### src/mfs_pkg.sv
// Package for the motor fault and status register block.
// Holds the register address, field positions, reset value and stall counts.
// Assumes a single 20 MHz clock domain shared by all users of this package.
package mfs_pkg;

  // ********************************
  // Register port geometry
  // ********************************
  localparam int ADDR_W = 3;
  localparam int DATA_W = 12;
  localparam logic [ADDR_W-1:0] FAULT_STATUS_ADDR = 3'h7;
  localparam logic [DATA_W-1:0] FAULT_STATUS_RESET = 12'h000;

  // ********************************
  // Field positions inside fault_status
  // ********************************
  localparam int OVERTEMP_BIT = 0;
  localparam int CHAN_A_OCP_BIT = 1;
  localparam int CHAN_B_OCP_BIT = 2;
  localparam int CHAN_A_PDF_BIT = 3;
  localparam int CHAN_B_PDF_BIT = 4;
  localparam int UNDERVOLT_BIT = 5;
  localparam int LIVE_STALL_BIT = 6;
  localparam int LATCHED_STALL_BIT = 7;
  localparam int FLAG_COUNT = 8;

  // ********************************
  // Stall step counting
  // ********************************
  localparam int STALL_CNT_W = 4;
  localparam logic [1:0] STALL_SEL_ONE = 2'h0;
  localparam logic [1:0] STALL_SEL_TWO = 2'h1;
  localparam logic [1:0] STALL_SEL_FOUR = 2'h2;
  localparam logic [STALL_CNT_W-1:0] STALL_STEPS_ONE = 4'h1;
  localparam logic [STALL_CNT_W-1:0] STALL_STEPS_TWO = 4'h2;
  localparam logic [STALL_CNT_W-1:0] STALL_STEPS_FOUR = 4'h4;
  localparam logic [STALL_CNT_W-1:0] STALL_STEPS_EIGHT = 4'h8;
  localparam logic [STALL_CNT_W-1:0] STALL_CNT_RESET = 4'h0;

endpackage

### src/mfs_stall_counter.sv
// Stall declaration counter: counts consecutive steps with weak back-EMF.
// Assumes the step strobe and the below-threshold level are synchronous.
`timescale 1ns/1ps

module mfs_stall_counter (
  input wire logic i_clock,
  input wire logic i_resetn,
  input wire logic i_step,
  input wire logic i_bemf_below,
  input wire logic [1:0] i_stall_step_count,
  output logic o_live_stall
);
  import mfs_pkg::*;

  // ********************************
  // Step count lookup
  // ********************************
  // Number of weak steps needed before a stall is declared
  function automatic logic [STALL_CNT_W-1:0] steps_needed(
    input logic [1:0] sel
  );
    logic [STALL_CNT_W-1:0] n;
    n = STALL_STEPS_EIGHT;
    if (sel == STALL_SEL_ONE) begin
      n = STALL_STEPS_ONE;
    end else if (sel == STALL_SEL_TWO) begin
      n = STALL_STEPS_TWO;
    end else if (sel == STALL_SEL_FOUR) begin
      n = STALL_STEPS_FOUR;
    end
    return n;
  endfunction

  logic [STALL_CNT_W-1:0] cnt_r;
  logic [STALL_CNT_W-1:0] cnt_nxt;
  logic live_r;
  logic live_nxt;
  logic [STALL_CNT_W-1:0] target;

  // ********************************
  // Counter next state
  // ********************************
  // Saturates at the target so a long stall cannot wrap back to zero
  always_comb begin
    target = steps_needed(i_stall_step_count);
    cnt_nxt = cnt_r;
    live_nxt = live_r;
    if (i_step) begin
      if (i_bemf_below) begin
        if (cnt_r < target) begin
          cnt_nxt = cnt_r + STALL_STEPS_ONE;
        end
        live_nxt = (cnt_nxt >= target);
      end else begin
        cnt_nxt = STALL_CNT_RESET;
        live_nxt = 1'h0;
      end
    end
  end

  // Registers only
  always_ff @(posedge i_clock or negedge i_resetn) begin
    if (!i_resetn) begin
      cnt_r <= STALL_CNT_RESET;
      live_r <= 1'h0;
    end else begin
      cnt_r <= cnt_nxt;
      live_r <= live_nxt;
    end
  end

  assign o_live_stall = live_r;

endmodule

### src/mfs_fault_status.sv
// Fault and status register of a stepper pre-driver controller.
// Assumes the serial port decoder presents word accesses on i_reg_* pins
// and that fault detectors give synchronous levels or strobes.
//
// Contract
// Bit 0 reads 1 during thermal shutdown, 0 otherwise.
// Bit 0 self-clears when temperature is safe; writes are ignored.
// Bit 1 latches channel A overcurrent shutdown until host clears.
// Bit 2 latches channel B overcurrent shutdown until host clears.
// Bit 3 latches channel A predriver fault until cleared.
// Bit 4 latches channel B predriver fault until cleared.
// Host writes zero to latched flag; flag clears, function resumes.
// Bit 5 reads 1 in undervoltage lockout, clears automatically.
// Bit 6 shows live stall detection without latching.
// Bit 7 latches stall until host writes zero.
// Stall declared after 1, 2, 4 or 8 weak-EMF steps per setting.
// Bits 11..8 read zero; writing one leaves latched flags unchanged.
// All flags reset to zero.
`timescale 1ns/1ps

module mfs_fault_status (
  input wire logic i_clock,
  input wire logic i_resetn,
  input wire logic [mfs_pkg::ADDR_W-1:0] i_reg_addr,
  input wire logic i_reg_wr,
  input wire logic i_reg_rd,
  input wire logic [mfs_pkg::DATA_W-1:0] i_reg_wdata,
  input wire logic i_overtemp,
  input wire logic i_chan_a_overcurrent,
  input wire logic i_chan_b_overcurrent,
  input wire logic i_chan_a_predriver_fault,
  input wire logic i_chan_b_predriver_fault,
  input wire logic i_motor_supply_low,
  input wire logic i_step,
  input wire logic i_bemf_below,
  input wire logic [1:0] i_stall_step_count,
  output logic [mfs_pkg::DATA_W-1:0] o_reg_rdata,
  output logic o_reg_rvalid,
  output logic [mfs_pkg::DATA_W-1:0] o_fault_status,
  output logic o_chan_a_enable,
  output logic o_chan_b_enable,
  output logic o_stall_out_n,
  output logic o_fault_n
);
  import mfs_pkg::*;

  // ********************************
  // Declarations
  // ********************************
  logic overtemp_shutdown_flag_r;
  logic chan_a_overcurrent_flag_r;
  logic chan_b_overcurrent_flag_r;
  logic chan_a_predriver_fault_flag_r;
  logic chan_b_predriver_fault_flag_r;
  logic supply_undervoltage_flag_r;
  logic live_stall_flag_r;
  logic latched_stall_flag_r;
  logic overtemp_shutdown_flag_nxt;
  logic chan_a_overcurrent_flag_nxt;
  logic chan_b_overcurrent_flag_nxt;
  logic chan_a_predriver_fault_flag_nxt;
  logic chan_b_predriver_fault_flag_nxt;
  logic supply_undervoltage_flag_nxt;
  logic live_stall_flag_nxt;
  logic latched_stall_flag_nxt;
  logic [DATA_W-1:0] status_image;
  logic [DATA_W-1:0] rdata_r;
  logic [DATA_W-1:0] rdata_nxt;
  logic rvalid_r;
  logic rvalid_nxt;
  logic chan_a_en_r;
  logic chan_a_en_nxt;
  logic chan_b_en_r;
  logic chan_b_en_nxt;
  logic stall_n_r;
  logic stall_n_nxt;
  logic fault_n_r;
  logic fault_n_nxt;
  logic status_wr;
  logic stall_live;

  // ********************************
  // Write decode
  // ********************************
  // Only a write to the status address may clear latched flags
  function automatic logic clear_req(
    input logic wr,
    input logic [DATA_W-1:0] wdata,
    input int pos
  );
    return wr && !wdata[pos];
  endfunction

  always_comb begin
    status_wr = 1'h0;
    if (i_reg_wr && (i_reg_addr == FAULT_STATUS_ADDR)) begin
      status_wr = 1'h1;
    end
  end

  // ********************************
  // Stall detection
  // ********************************
  mfs_stall_counter u_stall (
    .i_clock(i_clock),
    .i_resetn(i_resetn),
    .i_step(i_step),
    .i_bemf_below(i_bemf_below),
    .i_stall_step_count(i_stall_step_count),
    .o_live_stall(stall_live)
  );

  // ********************************
  // Flag next state
  // ********************************
  // A fault that arrives in the clearing cycle wins, so no event is lost
  always_comb begin
    overtemp_shutdown_flag_nxt = i_overtemp;
    supply_undervoltage_flag_nxt = i_motor_supply_low;
    live_stall_flag_nxt = stall_live;
    chan_a_overcurrent_flag_nxt = i_chan_a_overcurrent
      | (chan_a_overcurrent_flag_r
         & !clear_req(status_wr, i_reg_wdata, CHAN_A_OCP_BIT));
    chan_b_overcurrent_flag_nxt = i_chan_b_overcurrent
      | (chan_b_overcurrent_flag_r
         & !clear_req(status_wr, i_reg_wdata, CHAN_B_OCP_BIT));
    chan_a_predriver_fault_flag_nxt = i_chan_a_predriver_fault
      | (chan_a_predriver_fault_flag_r
         & !clear_req(status_wr, i_reg_wdata, CHAN_A_PDF_BIT));
    chan_b_predriver_fault_flag_nxt = i_chan_b_predriver_fault
      | (chan_b_predriver_fault_flag_r
         & !clear_req(status_wr, i_reg_wdata, CHAN_B_PDF_BIT));
    latched_stall_flag_nxt = stall_live
      | (latched_stall_flag_r
         & !clear_req(status_wr, i_reg_wdata, LATCHED_STALL_BIT));
  end

  // Flag registers
  always_ff @(posedge i_clock or negedge i_resetn) begin
    if (!i_resetn) begin
      overtemp_shutdown_flag_r <= 1'h0;
      chan_a_overcurrent_flag_r <= 1'h0;
      chan_b_overcurrent_flag_r <= 1'h0;
      chan_a_predriver_fault_flag_r <= 1'h0;
      chan_b_predriver_fault_flag_r <= 1'h0;
      supply_undervoltage_flag_r <= 1'h0;
      live_stall_flag_r <= 1'h0;
      latched_stall_flag_r <= 1'h0;
    end else begin
      overtemp_shutdown_flag_r <= overtemp_shutdown_flag_nxt;
      chan_a_overcurrent_flag_r <= chan_a_overcurrent_flag_nxt;
      chan_b_overcurrent_flag_r <= chan_b_overcurrent_flag_nxt;
      chan_a_predriver_fault_flag_r <= chan_a_predriver_fault_flag_nxt;
      chan_b_predriver_fault_flag_r <= chan_b_predriver_fault_flag_nxt;
      supply_undervoltage_flag_r <= supply_undervoltage_flag_nxt;
      live_stall_flag_r <= live_stall_flag_nxt;
      latched_stall_flag_r <= latched_stall_flag_nxt;
    end
  end

  // ********************************
  // Register image and outputs
  // ********************************
  // Reserved upper bits are tied low in the image
  always_comb begin
    status_image = FAULT_STATUS_RESET;
    status_image[OVERTEMP_BIT] = overtemp_shutdown_flag_r;
    status_image[CHAN_A_OCP_BIT] = chan_a_overcurrent_flag_r;
    status_image[CHAN_B_OCP_BIT] = chan_b_overcurrent_flag_r;
    status_image[CHAN_A_PDF_BIT] = chan_a_predriver_fault_flag_r;
    status_image[CHAN_B_PDF_BIT] = chan_b_predriver_fault_flag_r;
    status_image[UNDERVOLT_BIT] = supply_undervoltage_flag_r;
    status_image[LIVE_STALL_BIT] = live_stall_flag_r;
    status_image[LATCHED_STALL_BIT] = latched_stall_flag_r;
  end

  // Enable, stall and fault outputs are computed from next flag values so each is a plain flop
  // yet tracks the flag in the same cycle; read data is taken from the current image
  always_comb begin
    rvalid_nxt = i_reg_rd;
    rdata_nxt = FAULT_STATUS_RESET;
    if (i_reg_rd && (i_reg_addr == FAULT_STATUS_ADDR)) begin
      rdata_nxt = status_image;
    end
    // Bridge shutdown lifts as soon as the latched faults are cleared
    chan_a_en_nxt = !(chan_a_overcurrent_flag_nxt
      | chan_a_predriver_fault_flag_nxt | overtemp_shutdown_flag_nxt
      | supply_undervoltage_flag_nxt);
    chan_b_en_nxt = !(chan_b_overcurrent_flag_nxt
      | chan_b_predriver_fault_flag_nxt | overtemp_shutdown_flag_nxt
      | supply_undervoltage_flag_nxt);
    stall_n_nxt = !latched_stall_flag_nxt;
    fault_n_nxt = !(overtemp_shutdown_flag_nxt
      | chan_a_overcurrent_flag_nxt | chan_b_overcurrent_flag_nxt
      | chan_a_predriver_fault_flag_nxt | chan_b_predriver_fault_flag_nxt
      | supply_undervoltage_flag_nxt);
  end

  // Output registers
  always_ff @(posedge i_clock or negedge i_resetn) begin
    if (!i_resetn) begin
      rdata_r <= FAULT_STATUS_RESET;
      rvalid_r <= 1'h0;
      chan_a_en_r <= 1'h1;
      chan_b_en_r <= 1'h1;
      stall_n_r <= 1'h1;
      fault_n_r <= 1'h1;
    end else begin
      rdata_r <= rdata_nxt;
      rvalid_r <= rvalid_nxt;
      chan_a_en_r <= chan_a_en_nxt;
      chan_b_en_r <= chan_b_en_nxt;
      stall_n_r <= stall_n_nxt;
      fault_n_r <= fault_n_nxt;
    end
  end

  assign o_reg_rdata = rdata_r;
  assign o_reg_rvalid = rvalid_r;
  assign o_fault_status = status_image;
  assign o_chan_a_enable = chan_a_en_r;
  assign o_chan_b_enable = chan_b_en_r;
  assign o_stall_out_n = stall_n_r;
  assign o_fault_n = fault_n_r;

endmodule

### config.mk
export PLATFORM = sky130hd
export DESIGN_NAME = mfs_fault_status
export DESIGN_NICKNAME = d
export VERILOG_FILES = /design/src/mfs_pkg.sv /design/src/mfs_stall_counter.sv /design/src/mfs_fault_status.sv
export SDC_FILE = /design/constraint.sdc
export NUM_CORES = 1
export LEC_CHECK = 0
export BUFFER_PORTS_ARGS = -buffer_cell sky130_fd_sc_hd__buf_2
export CELL_PAD_IN_SITES_DETAIL_PLACEMENT = 1
export CELL_PAD_IN_SITES_GLOBAL_PLACEMENT = 1
export CORE_MARGIN = 2
export CORE_UTILIZATION = 35
export CTS_CLUSTER_DIAMETER = 80
export CTS_CLUSTER_SIZE = 25
export DETAILED_ROUTE_END_ITERATION = 7
export PLACE_DENSITY = 0.9
export SLEW_MARGIN = 20
export SYNTH_ARGS = -nofsm -noshare
export SYNTH_HDL_FRONTEND = slang
export SYNTH_HIERARCHICAL = 1
export SYNTH_SLANG_ARGS = --single-unit
### constraint.sdc
create_clock -name i_clock -period 2.76 [get_ports i_clock]
set_clock_uncertainty 0.2 [all_clocks]
set_input_delay 0.552 -clock i_clock [delete_from_list [all_inputs] [get_ports i_clock]]
set_output_delay 0.552 -clock i_clock [all_outputs]
set_load 0.01 [all_outputs]
# [Word-level counts from Yosys, hierarchy flattened]
# Cells that the tools add are included.
[word_totals] register_bits=26 word_cells=75 input_bits=29
[classes] addsub=1 magnitude_cmp=2 n_reduce_logical=22 eq_ne=3 mux=10 n_bitwise=21
[op_table] operator="$mux 4" n=7
[op_table] operator="$or 1x1->1" n=16
[op_table] operator="$logic_not 1->1" n=14
[op_table] operator="$mux 8" n=1
[op_table] operator="$logic_and 1x1->1" n=7
[op_table] operator="$and 1x1->1" n=5
[op_table] operator="$add 4x1->4 const B" n=1
[op_table] operator="$ge 4x4->1" n=1
[op_table] operator="$lt 4x4->1" n=1
[op_table] operator="$eq 3x3->1 const B" n=1
[op_table] operator="$eq 2x1->1 const B" n=1
[op_table] operator="$eq 2x2->1 const B" n=1
[op_table] operator="$logic_not 2->1" n=1
[op_table] operator="$mux 1" n=2

# [Longest topological paths before layout]
[logic_depth] depth_word=13 depth_mapped=11 depth_no_buf=11

# [Hierarchy]
# The synthesis kept the hierarchy.
[modules_own_cells] mod="mfs_fault_status" seq_area_each_um2=530.5 area_each_um2=847.1 instances=1 cells_each=67
[modules_own_cells] mod="mfs_stall_counter" seq_area_each_um2=125.1 area_each_um2=515.5 instances=1 cells_each=58

# [Least setup slack after synthesis]
# OpenSTA, ideal clock, no wires.
[synth_path] path_kind="input port to flip-flop" start="input i_stall_step_count[1]" end="register u_stall.live_r, in the netlist u_stall/o_live_stall" arrival_time_ns=2.517 t_required_ns=2.432 n_path_buf=0 stages=10 setup_slack_ns=-0.084 cell_sequence="or2b_1 -> ha_1 -> a21oi_1 -> o22ai_2 -> nor2_1 -> mux2_2 -> ha_1 -> a21o_1 -> a21oi_1 -> o21ai_0"
[synth_between] elab_chain_cells=10 word_cells_on_any_way=12 cone_classes="2 x order compare; 2 x eq/ne; 7 x mux; 1 x reduce/logical"
[synth_rtl] item="start, declared" line="mfs_fault_status.sv:36" text="input wire logic [1:0] i_stall_step_count,"
[synth_rtl] item="$eq 2x2->1" line="mfs_stall_counter.sv:28" text="end else if (sel == STALL_SEL_FOUR) begin"
[synth_rtl] item="$mux 4" line="mfs_stall_counter.sv:28"
[synth_rtl] item="$mux 4" line="mfs_stall_counter.sv:26" text="end else if (sel == STALL_SEL_TWO) begin"
[synth_rtl] item="$mux 4 (*)" line="mfs_stall_counter.sv:24" text="if (sel == STALL_SEL_ONE) begin"
[synth_rtl] item="$lt 4x4->1" line="mfs_stall_counter.sv:50" text="if (cnt_r < target) begin"
[synth_rtl] item="$mux 4" line="mfs_stall_counter.sv:50"
[synth_rtl] item="$mux 4" line="mfs_stall_counter.sv:49" text="if (i_bemf_below) begin"
[synth_rtl] item="$mux 4" line="mfs_stall_counter.sv:48" text="if (i_step) begin"
[synth_rtl] item="$ge 4x4->1 (*)" line="mfs_stall_counter.sv:53" text="live_nxt = (cnt_nxt >= target);"
[synth_rtl] item="$mux 1 (*)" line="mfs_stall_counter.sv:49"
[synth_rtl] item="end signal, assigned" line="mfs_stall_counter.sv:68" text="live_r <= live_nxt;"
[synth_rtl] item="end, declared" line="mfs_stall_counter.sv:36" text="logic live_r;"
# Mark *: on every way between the ends. The rest lies on a longest branch, timed or not. The select of a mux whose other input is x is not followed.
# A chain may end at the register's enable or synchronous reset.

# [Worst setup path in the final report]
# Ends and elaborated chain as after synthesis.

==> reports/results.ini <==
[status]
status=finished, final reports clean

[finish]
fill_cells=442
area_delta_synth_final_pct=24.2
nets=211
num_antenna_cells=0
drive_gt1_frac=0.399
largest_reg_flops=8

[logic_synthesis]
yosys_warnings=6
synth_area_mm2=0.00136
synth_ff_type=dfrtp_1
synth-edff-count=0
ys_seq_area_frac=0.481
synth.avg_cell_area_um2=10.9
ys_seq_elements=26
netlist_instances=125
async_flop_share=1.00
yosys.cell_types.count=40

[place]
portBuffers=42
gp_congestion=0.837
dp_hpwl_um=2820

[timing]
period_needed_ns=2.66
hold_violations=0
finalSetupViolations=0
rsz0062_at_grt=false
max_slew.worst_pin.slew_ns=0.544
timing.setup.tns_ns=0
fmax_ghz=0.376
holdWs_ns=0.0711
relSlewSlack=0.638
fin_crit_sh=0.964
drv_slew=0

[clocking]
numCtsBuffers=3
clockRootBuffer=clkbuf_8
clk_pin_slew_ns=0.08
ctsLongestPathBuffers=2
worstSkewPairLatency_ns=0.26
htreeDepth=1
cts_tree=done
clock-sinks=26
postCtsHoldBufs=0

[power_and_ir_drop]
leakagePower_nw=0.878
switching_power_mw=0.261
seq_power_share=0.483
ir_drop_uv=194
swShare=0.288
powerDensity_mw_per_mm2=534
clkPwrFrac=0.226
total_power_mw=0.904
comb_power_share=0.291
p_int_mw=0.644

[setup_path]
arrival_ns=2.61
worstSetupStartpointType=input port
crit_buf_inv=1
max_stage_delay_ns=0.32
path_cells=buf_2, or2b_1, ha_4, a21oi_2, o22ai_2, nor2_2, mux2_4, ha_1, a21o_1, a21oi_2, o21ai_1
cpMaxStageDelayCell=mux2_4
path_delay_family=compound AO/OA/AOI/OAI gates
endpoint_kind=register
crit_type=in2reg
crit_fanout=4
required_ns=2.71
cpMostUsedCell=a21oi_2

[floorplan]
rows=22
pin_count=58
die_area_mm2=0.00441
die_w_um=66.4
core_area_mm2=0.00369
start_util=0.369
die_h_um=66.4

[job]
maxCapViolCount=0

[routing]
drt-initial-drc-count=36
vias=1068
wl_per_cell_um=15.3
drc=0
dr.pass1.iters=6
ant_nets=0
vias_per_cell=4.83
totalWireLength_um=3380

[global_route]
grt_usage=0.163
grt_first_pass_wirelength_um=5380
globalRouteMet2Util=0.321
grt_max_degree=27
grt_pass1_vias=1107
grt.busiest_layer=met2
antenna_found_initial=0
grtUsageMet3=0.0273
use_met1=0.179
overflow=0

[min_path]
worstHoldPathType=in2async

-- cell type report --
cell class / count / area [um2] / area share
clock buffer: 4 / 45.0 / 0.0266
inverter: 4 / 15.0 / 0.00887
tap: 48 / 60.1 / 0.0355
multi-input combinational: 86 / 624 / 0.369
sequential: 26 / 656 / 0.387
timing repair buffer: 53 / 293 / 0.173
-- timing repair --
item | 4_1_cts | 5_1_grt
gates resized for setup | 0 | 3
endpoints found under the setup margin | 1 | 1
buffers inserted | 0 | 1
pin swaps | 1 | 1
-- worst register-to-register path: cells and delay by family (launching register included) --
kind | cells | cell delay, ns
DFF | 1 | 0.47
and+or+nand+nor | 1 | 0.20
AOI/OAI and AO/OA | 5 | 0.63
adders and majority gates | 2 | 0.57
muxes | 1 | 0.32
-- Yosys cell counts, types with 2 or more instances --
cell      instances  area (um2)
a21oi_1           3        15.0
and2_1            9        56.3
and3_1            2        12.5
buf_4            16         120
dfrtp_1          22         551
dfstp_2           4         105
ha_1              8         100
inv_1             4        15.0
nand2_1           3        11.3
nand2b_1          7        43.8
nand3_1           2        10.0
nor2_1            6        22.5
nor3b_1           2        15.0
nor4_1            3        18.8
o21ai_0           5        25.0
o21ai_1           4        20.0
xor2_1            2        17.5
-- power by group through the flow --
stage / sequential [mW] / clock, mW / combinational, mW
floorplan: 0.445 / 0 / 0.158
global placement: 0.441 / 0 / 0.238
detailed placement: 0.445 / 0 / 0.251
CTS: 0.438 / 0.213 / 0.251
global route: 0.442 / 0.232 / 0.296
finish: 0.437 / 0.205 / 0.263
-- final timing paths --
check,from,to,slack (ns),depth (start not counted)
setup / recovery,i_stall_step_count[1],u_stall/o_live_stall,0.1,11
hold / removal,i_resetn,chan_a_overcurrent_flag_r,0.07,1
setup reg to reg,u_stall/cnt_r[2],u_stall/o_live_stall,0.26,9
hold reg to reg,u_stall/o_live_stall,live_stall_flag_r,0.24,0
max in group asynchronous,i_resetn,o_fault_n,1.92,1
min in group i_clock,i_reg_rd,o_reg_rvalid,0.21,1
-- cell usage in the layout, fill, tap and decap left out, types with 2 or more instances in the layout --
| cell | Yosys | routed |
|---|---|---|
| buf_2 | 0 | 42 |
| dfrtp_1 | 22 | 22 |
| buf_4 | 16 | 11 |
| and2_1 | 9 | 9 |
| conb_1 | 1 | 8 |
| nand2b_1 | 7 | 7 |
| ha_1 | 8 | 7 |
| nor2_1 | 6 | 5 |
| o21ai_1 | 4 | 5 |
| o21ai_0 | 5 | 4 |
| inv_1 | 4 | 4 |
| dfstp_2 | 4 | 4 |
| a21oi_2 | 1 | 3 |
| nor4_1 | 3 | 3 |
| clkbuf_8 | 0 | 3 |
| nand2_1 | 3 | 3 |
| nor3b_1 | 2 | 2 |
| xor2_1 | 2 | 2 |
| nand3_1 | 2 | 2 |
| and3_1 | 2 | 2 |
-- cells by family (layout without fill, tap and decap cells) --
| logic type | Yosys count | after routing | share of synthesized area |
|---|---|---|---|
| buf+inv | 20 | 61 | 0.0992 |
| fa+ha+maj | 8 | 8 | 0.0735 |
| compound gates | 24 | 24 | 0.124 |
| other cells | 1 | 8 | 0.00275 |
| simple gates | 42 | 42 | 0.192 |
| mux | 1 | 1 | 0.00826 |
| xor+xnor | 3 | 3 | 0.0193 |
| flops | 26 | 26 | 0.481 |
-- metal layers --
metal | part of all wire | up-vias
li1 | - | 517
met1 | 0.38 | 507
met2 | 0.55 | 42
met3 | 0.062 | 2
met4 | 0.0065 | 0
met5 | 0 | -
-- stage by stage --
| step | area [um2] | std cells | utilization | setup slack (ns) |
|---|---|---|---|---|
| after floorplan | 1410 | 132 | - | 0.0126 |
| after global placement | 1630 | 216 | 0.443 | -0.235 |
| after detailed placement | 1630 | 216 | 0.443 | -0.280 |
| after CTS | 1680 | 220 | 0.455 | 0.0138 |
| after global routing | 1690 | 221 | 0.459 | 0.0148 |
| final | 1690 | 221 | 0.459 | 0.0994 |
Power figures use the tool's default switching activity.
